==> src/pnpcr_pkg.sv <==
// constants and carriers for the logical device configuration registers
// assumes an 8-bit configuration index/data path and a logical device number
// supplied by the card control logic outside this block
package pnpcr_pkg;

	// configuration indexes inside one logical device
	localparam logic [7:0] IDX_ACTIVATE = 8'h30;
	localparam logic [7:0] IDX_RANGE_CHECK = 8'h31;
	localparam logic [7:0] IDX_BASE_HIGH = 8'h60;
	localparam logic [7:0] IDX_BASE_LOW = 8'h61;
	localparam logic [7:0] IDX_IRQ_SELECT = 8'h70;
	localparam logic [7:0] IDX_IRQ_TYPE = 8'h71;
	localparam logic [7:0] IDX_DMA0 = 8'h74;
	localparam logic [7:0] IDX_DMA1 = 8'h75;
	localparam logic [7:0] IDX_DEVICE_CONFIG = 8'hF0;
	localparam logic [7:0] IDX_DRIVE_IDENT = 8'hF1;

	// logical device numbers served; slot = number minus the first
	localparam logic [7:0] LDN_FDC = 8'h03;
	localparam logic [7:0] LDN_SER1 = 8'h06;
	localparam int NUM_DEV = 4;
	localparam logic [1:0] SLOT_FDC = 2'h0;
	localparam logic [1:0] SLOT_LPT = 2'h1;

	// one byte per device, slot 0 (floppy) in the low byte
	typedef logic [3:0][7:0] pnpcr_bytes_t;

	// values after reset, order {ser1, ser2, lpt, fdc}
	localparam pnpcr_bytes_t RST_ACTIVATE = {8'h00, 8'h00, 8'h00, 8'h00};
	localparam pnpcr_bytes_t RST_RANGE = {8'h00, 8'h00, 8'h00, 8'h00};
	localparam pnpcr_bytes_t RST_BASE_HIGH = {8'h03, 8'h02, 8'h02, 8'h03};
	localparam pnpcr_bytes_t RST_BASE_LOW = {8'hF8, 8'hF8, 8'h78, 8'hF2};
	localparam pnpcr_bytes_t RST_IRQ_SELECT = {8'h04, 8'h03, 8'h07, 8'h06};
	localparam pnpcr_bytes_t RST_IRQ_TYPE = {8'h03, 8'h03, 8'h00, 8'h03};
	localparam pnpcr_bytes_t RST_DMA0 = {8'h04, 8'h04, 8'h04, 8'h02};
	localparam pnpcr_bytes_t RST_DMA1 = {8'h04, 8'h04, 8'h04, 8'h04};
	// device configuration bytes load only on hard reset
	localparam pnpcr_bytes_t RST_DEVICE_CONFIG = {8'h00, 8'h00, 8'h00, 8'h00};
	localparam logic [7:0] RST_DRIVE_IDENT = 8'h00;

	// host-writable bits; the rest keep their reset value
	localparam pnpcr_bytes_t WM_BASE_HIGH = {8'hFF, 8'hFF, 8'h03, 8'hFF};
	localparam pnpcr_bytes_t WM_BASE_LOW = {8'hF8, 8'hF8, 8'hFC, 8'hFA};
	localparam pnpcr_bytes_t WM_IRQ_TYPE = {8'h02, 8'h02, 8'h02, 8'h02};
	localparam pnpcr_bytes_t WM_DMA0 = {8'h00, 8'hFF, 8'hFF, 8'hFF};
	localparam pnpcr_bytes_t WM_DMA1 = {8'h00, 8'hFF, 8'h00, 8'h00};

	// resources handed to the device logic
	typedef struct packed {
		pnpcr_bytes_t base_high;
		pnpcr_bytes_t base_low;
		pnpcr_bytes_t irq_select;
		pnpcr_bytes_t irq_type;
		pnpcr_bytes_t dma0;
		pnpcr_bytes_t dma1;
		pnpcr_bytes_t device_config;
		logic [7:0] drive_ident;
	} pnpcr_res_s;

	// whole state of the register bank
	typedef struct packed {
		pnpcr_res_s res;
		pnpcr_bytes_t activate;
		pnpcr_bytes_t range_check;
		logic [3:0] dev_enable;
		logic strap_done;
		logic [7:0] rdata;
		logic rvalid;
	} pnpcr_state_s;

endpackage

==> src/pnpcr_regs.sv <==
// configuration register sets of logical devices 3 to 6
// assumes the index, data and logical device number come synchronous to
// mclk_in from the configuration port logic; nrst_in is the hard reset
//
// Overview of operation
// - floppy base low: bits 2,0 zero, F2h
// - floppy irq type: only bit 1 writable, 03h
// - floppy activate from strap, gated by function enable
// - F0h/F1h reset only by hard reset
// - parallel base high: bits 7-2 zero, 02h
// - parallel base low: bits 1,0 zero, 78h
// - parallel irq type bit 0 shows extended mode
// - parallel irq type: bit 1 writable, 00h
// - second serial base low: bits 2-0 zero
// - second serial: separate rx/tx dma selects
// - second serial irq type: bit 1 writable
// - first serial base: F8h low, 03h high
// - first serial irq type: bit 1 writable
// - first serial dma indexes fixed at 04h
// - inactive device: runtime blocked, contents kept
`timescale 1ns/1ps
module pnpcr_regs (
	input wire logic mclk_in, // 125 MHz clock
	input wire logic nrst_in, // hard reset, active low
	input wire logic soft_reset_in, // soft reset pulse
	input wire logic [7:0] ldn_in, // selected logical device number
	input wire logic [7:0] cfg_index_in, // configuration index
	input wire logic [7:0] cfg_wdata_in, // write data
	input wire logic cfg_wr_in, // write strobe
	input wire logic cfg_rd_in, // read strobe
	input wire logic config_strap_zero_in, // activate strap level
	input wire logic [3:0] function_enable_one_in, // per-device enables
	input wire logic lpt_extended_mode_in, // parallel port in extended mode
	output logic [7:0] cfg_rdata_out, // read data
	output logic cfg_rvalid_out, // read data valid pulse
	output logic [3:0] dev_enable_out, // runtime access allowed
	output pnpcr_pkg::pnpcr_res_s res_out // resources of each device
);

	pnpcr_pkg::pnpcr_state_s s;
	pnpcr_pkg::pnpcr_state_s next_s;

	// selected device decode, shared by read and write paths
	function automatic logic [2:0] slot_of(input logic [7:0] ldn);
		logic [7:0] diff;
		logic hit;
		diff = ldn - pnpcr_pkg::LDN_FDC;
		hit = (ldn >= pnpcr_pkg::LDN_FDC) && (ldn <= pnpcr_pkg::LDN_SER1);
		return {hit, diff[1:0]};
	endfunction

	// masked update keeps read-only bits at their fixed value
	function automatic logic [7:0] merge(input logic [7:0] old,
		input logic [7:0] wd, input logic [7:0] wm);
		return (old & ~wm) | (wd & wm);
	endfunction

	logic [2:0] sel;
	logic [1:0] slot;
	logic hit;
	logic [7:0] rd_val;

	assign sel = slot_of(ldn_in);
	assign hit = sel[2];
	assign slot = sel[1:0];

	// read mux; anything unmapped or unselected reads 00h
	always_comb begin
		rd_val = 8'h00;
		case (cfg_index_in)
			pnpcr_pkg::IDX_ACTIVATE: rd_val = s.activate[slot];
			pnpcr_pkg::IDX_RANGE_CHECK: rd_val = s.range_check[slot];
			pnpcr_pkg::IDX_BASE_HIGH: rd_val = s.res.base_high[slot];
			pnpcr_pkg::IDX_BASE_LOW: rd_val = s.res.base_low[slot];
			pnpcr_pkg::IDX_IRQ_SELECT: rd_val = s.res.irq_select[slot];
			pnpcr_pkg::IDX_IRQ_TYPE: begin
				rd_val = s.res.irq_type[slot];
				if (slot == pnpcr_pkg::SLOT_LPT) begin
					rd_val[0] = lpt_extended_mode_in;
				end
			end
			pnpcr_pkg::IDX_DMA0: rd_val = s.res.dma0[slot];
			pnpcr_pkg::IDX_DMA1: rd_val = s.res.dma1[slot];
			pnpcr_pkg::IDX_DEVICE_CONFIG: rd_val = s.res.device_config[slot];
			pnpcr_pkg::IDX_DRIVE_IDENT: begin
				if (slot == pnpcr_pkg::SLOT_FDC) begin
					rd_val = s.res.drive_ident;
				end
			end
			default: rd_val = 8'h00;
		endcase
		if (!hit) begin
			rd_val = 8'h00;
		end
	end

	// next state: soft reset, strap capture, host writes
	always_comb begin
		next_s = s;
		next_s.rvalid = cfg_rd_in;
		if (cfg_rd_in) begin
			next_s.rdata = rd_val;
		end
		if (soft_reset_in) begin
			// shared reset values load on soft reset too; F0h/F1h stay
			next_s.range_check = pnpcr_pkg::RST_RANGE;
			next_s.res.base_high = pnpcr_pkg::RST_BASE_HIGH;
			next_s.res.base_low = pnpcr_pkg::RST_BASE_LOW;
			next_s.res.irq_select = pnpcr_pkg::RST_IRQ_SELECT;
			next_s.res.irq_type = pnpcr_pkg::RST_IRQ_TYPE;
			next_s.res.dma0 = pnpcr_pkg::RST_DMA0;
			next_s.res.dma1 = pnpcr_pkg::RST_DMA1;
			next_s.activate = pnpcr_pkg::RST_ACTIVATE;
			next_s.strap_done = 1'b0;
		end else if (!s.strap_done) begin
			// strap sampled after release, never under the async reset
			next_s.activate[pnpcr_pkg::SLOT_FDC] =
				{7'h00, config_strap_zero_in};
			next_s.strap_done = 1'b1;
		end else if (cfg_wr_in && hit) begin
			case (cfg_index_in)
				pnpcr_pkg::IDX_ACTIVATE:
					next_s.activate[slot] = cfg_wdata_in;
				pnpcr_pkg::IDX_RANGE_CHECK:
					next_s.range_check[slot] = cfg_wdata_in;
				pnpcr_pkg::IDX_BASE_HIGH:
					next_s.res.base_high[slot] = merge(s.res.base_high[slot],
						cfg_wdata_in, pnpcr_pkg::WM_BASE_HIGH[slot]);
				pnpcr_pkg::IDX_BASE_LOW:
					next_s.res.base_low[slot] = merge(s.res.base_low[slot],
						cfg_wdata_in,
						pnpcr_pkg::WM_BASE_LOW[slot]);
				pnpcr_pkg::IDX_IRQ_SELECT:
					next_s.res.irq_select[slot] = cfg_wdata_in;
				pnpcr_pkg::IDX_IRQ_TYPE:
					next_s.res.irq_type[slot] = merge(s.res.irq_type[slot],
						cfg_wdata_in,
						pnpcr_pkg::WM_IRQ_TYPE[slot]);
				pnpcr_pkg::IDX_DMA0:
					next_s.res.dma0[slot] = merge(s.res.dma0[slot],
						cfg_wdata_in, pnpcr_pkg::WM_DMA0[slot]);
				pnpcr_pkg::IDX_DMA1:
					next_s.res.dma1[slot] = merge(s.res.dma1[slot],
						cfg_wdata_in, pnpcr_pkg::WM_DMA1[slot]);
				pnpcr_pkg::IDX_DEVICE_CONFIG:
					next_s.res.device_config[slot] = cfg_wdata_in;
				pnpcr_pkg::IDX_DRIVE_IDENT: begin
					if (slot == pnpcr_pkg::SLOT_FDC) begin
						next_s.res.drive_ident = cfg_wdata_in;
					end
				end
				default: ;
			endcase
		end
		// runtime decode opens only while active and function-enabled;
		// clearing it never touches the stored registers
		for (int i = 0; i < pnpcr_pkg::NUM_DEV; i++) begin
			next_s.dev_enable[i] = next_s.activate[i][0] &
				function_enable_one_in[i];
		end
	end

	// state register; async reset takes constants only
	always_ff @(posedge mclk_in or negedge nrst_in) begin
		if (!nrst_in) begin
			s.res.base_high <= pnpcr_pkg::RST_BASE_HIGH;
			s.res.base_low <= pnpcr_pkg::RST_BASE_LOW;
			s.res.irq_select <= pnpcr_pkg::RST_IRQ_SELECT;
			s.res.irq_type <= pnpcr_pkg::RST_IRQ_TYPE;
			s.res.dma0 <= pnpcr_pkg::RST_DMA0;
			s.res.dma1 <= pnpcr_pkg::RST_DMA1;
			s.res.device_config <= pnpcr_pkg::RST_DEVICE_CONFIG;
			s.res.drive_ident <= pnpcr_pkg::RST_DRIVE_IDENT;
			s.activate <= pnpcr_pkg::RST_ACTIVATE;
			s.range_check <= pnpcr_pkg::RST_RANGE;
			s.dev_enable <= 4'h0;
			s.strap_done <= 1'b0;
			s.rdata <= 8'h00;
			s.rvalid <= 1'b0;
		end else begin
			s <= next_s;
		end
	end

	assign cfg_rdata_out = s.rdata;
	assign cfg_rvalid_out = s.rvalid;
	assign dev_enable_out = s.dev_enable;
	assign res_out = s.res;

endmodule

==> config.mk <==
export PLATFORM = sky130hd
export DESIGN_NAME = pnpcr_regs
export DESIGN_NICKNAME = d
export VERILOG_FILES = /design/src/pnpcr_pkg.sv /design/src/pnpcr_regs.sv
export SDC_FILE = /design/constraint.sdc
export NUM_CORES = 1
export LEC_CHECK = 0
export ABC_AREA = 1
export BUFFER_PORTS_ARGS = -buffer_cell sky130_fd_sc_hd__buf_4
export CORE_UTILIZATION = 52
export DETAILED_ROUTE_END_ITERATION = 12
export HOLD_SLACK_MARGIN = 0.08
export PLACE_DENSITY = 0.74
export RECOVER_POWER = 100
export SLEW_MARGIN = 25
export SYNTH_ARGS = -nofsm -noshare
export SYNTH_HDL_FRONTEND = slang
export SYNTH_SLANG_ARGS = --single-unit
==> constraint.sdc <==
create_clock -name mclk_in -period 1.9 [get_ports mclk_in]
set_input_delay 0.285 -clock mclk_in [delete_from_list [all_inputs] [get_ports mclk_in]]
set_output_delay 0.285 -clock mclk_in [all_outputs]
set_load 0.1 [all_outputs]
==> impl_metrics.py <==
metrics = {
    "run_status": {
        "status": "completed",
    },
    "floorplanning": {
        "die_x_um": 195,
        "num_rows": 70,
        "die_h_um": 195,
        "start_util": 0.528,
        "pin_count": 280,
        "core_mm2": 0.0365,
        "die-area_mm2": 0.0379,
    },
    "worst_hold_path": {
        "min-delay-start": "cfg_wdata_in[2]",
        "min_path_type": "in -> reg",
        "holdPathEnd": "s[40]",
        "min_path_cells": 3,
    },
    "synth": {
        "yosys_warnings": 0,
        "synthArstFlopShare": 1.00,
        "synth_top_flop_cell": "dfrtp_1",
        "yosysSeqAreaShare": 0.405,
        "synth_cells": 2862,
        "avgSynthCellArea_um2": 6.74,
        "synth.distinct_cells": 32,
        "yosysTopAreaCellShare": 0.341,
        "synth-seq-cells": 310,
        "syn-cell-area_mm2": 0.0193,
        "synth_nets": 2903,
        "synth_edf_count": 0,
        "synthTopCellsByArea": "dfrtp_1 (34%), nand2_1 (23%), buf_4 (9.7%)",
        "synth_top_cell_by_area": "dfrtp_1",
    },
    "worst_setup_path": {
        "cp_num_buf_inv": 6,
        "startpoint": "s[9]",
        "worstSetupEndpointType": "flip-flop",
        "cp_data_required_time_ns": 2.31,
        "start_kind": "flip-flop",
        "crit_top_cell": "buf_4",
        "cp.arrival_ns": 2.29,
        "crit_family": "buffers and inverters",
        "rrSetupSlack_ns": 0.02,
        "timing.rr.end": "res_out[103]",
        "worst_path_max_delay_cell": "dfrtp_1",
        "crit_fanout": 14,
        "r2r_start": "s[9]",
        "max_stage_delay_ns": 0.34,
        "rr_worst_depth": 11,
        "cp_cell_sequence": "buf_4, inv_1, nor2_2, inv_2, buf_6, nor3_2, buf_4, nor2_1, buf_4, nand2_1, o21ai_0",
        "crit_type": "reg -> reg",
    },
    "timing": {
        "worstMarginPinSlew_ns": 1.14,
        "tns_ns": 0,
        "slew_headroom": 0.241,
        "period_needed_ns": 1.88,
        "rsz0062_at_grt": "true",
        "finalClockSkew_ns": 0.0290,
        "fmax_mhz": 532,
        "hold_viol_final": 0,
        "report.final.slew_viol_count": 0,
        "finalSetupViolCount": 0,
        "finalCritPeriodShare": 0.989,
    },
    "drt": {
        "routed_wl_um": 77100,
        "drc": 0,
        "vias": 20000,
        "viasPerCell": 5.55,
        "drtAntennaViolNets": 0,
        "wl_per_cell_um": 21.4,
        "dr.pass1.iters": 7,
        "drt_iter0_drc": 2247,
    },
    "clock_network": {
        "clockBufferDepth": 3,
        "clk_latency_ns": 0.56,
        "numClockSinks": 310,
        "path_clk_slew_ns": 0.06,
        "cts_tree": "yes",
        "cts_root_buf": "clkbuf_16",
        "cts_made_buffers": 37,
        "htreeDepth": 2,
    },
    "power_and_ir_drop": {
        "ir_drop_v": 0.000942,
        "leakage_nw": 12.8,
        "cellPowerDensity_mw_per_mm2": 775,
    },
    "cells_and_area": {
        "fin_cells": 3609,
        "area_growth_pct": 21.7,
        "drive_gt1_frac": 0.242,
        "layout.nets": 3153,
        "fillers": 3364,
    },
    "grt": {
        "antenna_found_initial": 2,
        "grt-ovfl-total": 0,
        "gr-usage-all-layers": 0.409,
        "grt_pass1_wl_um": 117000,
        "grt_pass1_vias": 19300,
        "grt_max_degree": 73,
    },
    "place": {
        "dp.cells": 3531,
        "dp.final_hpwl_um": 57400,
        "gp_routability_congestion": 1.01,
        "port_buffers": 279,
    },
    "flow_run": {
        "drv_cap": 0,
    },
}
layout make-up:
cell class / count / area [µm²] / area share
antenna: 1 / 2.50 / 0.000107
clock buffer: 56 / 1100 / 0.0469
clock inverter: 11 / 159 / 0.00677
inverter: 237 / 910 / 0.0387
multi-input combinational: 1949 / 8450 / 0.360
sequential: 310 / 7820 / 0.333
tap: 468 / 586 / 0.0249
timing repair buffer: 577 / 4460 / 0.190
flip-flops by register name, summed over array words and instances, names as in the netlist:
name,count
cfg_rdata_out,8
cfg_rvalid_out,1
dev_enable_out,4
res_out,232
s,65
cell families (layout without fill, tap and decap cells):
logic type / Yosys count / after routing / synth area share
DFF: 310 / 310 / 0.405
other: 0 / 1 / 0
AOI/OAI and AO/OA: 179 / 179 / 0.0488
adders and majority gates: 6 / 6 / 0.00389
buffers and inverters: 604 / 881 / 0.168
and+or+nand+nor: 1763 / 1764 / 0.374
tightest hold or removal path, stage by stage:
cell and delay, ns:
buf_4 0.18, nand3_1 0.10, nand2_1 0.05
stage by stage:
stage | worst slack [ns] | hold WS (ns) | total power, mW | util | area (µm²)
6_report | 0.0209 | 0.121 | 18.2 | 0.643 | 23500
5_1_grt | -0.0917 | 0.122 | 18.7 | 0.643 | 23500
4_1_cts | 0.00897 | 0.100 | 18.2 | 0.647 | 23600
3_5_place_dp | -0.628 | 0.209 | 10.8 | 0.610 | 22300
3_3_place_gp | -0.557 | 0.210 | 10.7 | 0.610 | 22300
2_1_floorplan | -0.0659 | -0.0106 | 9.66 | - | 19600
how the worst max path moves through the flow:
stage / end / cells after the start / slack (ns)
3_5_place_dp: res_out[136] / 10 / -0.63
6_report: res_out[103] / 11 / 0.02
3_3_place_gp: res_out[136] / 10 / -0.56
5_1_grt: res_out[84] / 11 / -0.09
2_1_floorplan: res_out[157] / 13 / -0.07
4_1_cts: res_out[186] / 12 / 0.009
cells in the final DEF, fill, tap and decap left out, types with 6 or more instances in the layout:
cell,netlist,routed
nand3_1,286,278
o21ai_1,16,20
nand4_1,30,30
dfstp_2,47,47
nor3_1,9,8
nand2_1,1162,1151
buf_6,1,8
clkbuf_1,70,13
inv_2,9,10
dlygate4sd3_1,0,7
nand2_2,2,11
o211ai_1,14,14
inv_1,222,220
clkinv_2,0,9
nor2_4,0,6
a21oi_1,11,8
clkbuf_16,0,40
or2_2,9,9
buf_4,248,464
o21ai_0,133,129
nor2_1,238,231
nand3_2,4,10
buf_12,0,21
clkbuf_2,0,74
dfrtp_1,263,263
nor2_2,15,17
layer usage:
metal | vias to the layer above | global-route usage | wire length, µm
li1 | 9168 | - | -
met1 | 9446 | 0.544 | 30600
met2 | 1176 | 0.633 | 34600
met3 | 250 | 0.0746 | 7520
met4 | 2 | 0.219 | 4330
met5 | - | 0 | 13
cell usage after synthesis, types with 3 or more instances:
| cell | count |
|---|---|
| nor2_1 | 238 |
| o21ai_0 | 133 |
| o211ai_1 | 14 |
| nand2_1 | 1162 |
| nand3_1 | 286 |
| buf_4 | 248 |
| a31oi_1 | 3 |
| nand3_2 | 4 |
| o21ai_1 | 16 |
| ha_1 | 6 |
| nor3_2 | 4 |
| dfstp_2 | 47 |
| nand4_1 | 30 |
| or2_2 | 9 |
| clkinv_1 | 6 |
| a21oi_1 | 11 |
| nor2_2 | 15 |
| nor3_1 | 9 |
| dfrtp_1 | 263 |
| inv_1 | 222 |
| buf_2 | 29 |
| clkbuf_1 | 70 |
| buf_1 | 19 |
| inv_2 | 9 |
power by group:
group | total (mW) | internal [mW] | switching [mW]
clock | 7.48 | 4.55 | 2.93
sequential | 7.06 | 6.89 | 0.166
combinational | 3.66 | 0.880 | 2.78
total | 18.2 | 12.3 | 5.87
timing repair:
item / CTS / global route
gates cloned: 0 / 1
setup buffers: 0 / 2
gates resized for setup: 3 / 22
pin swaps: 0 / 2
endpoints found under the setup margin: 33 / 108
endpoints found under the hold margin: 275 / 0
hold buffers: 7 / 0
No activity file was read; power rests on OpenSTA's default activity.
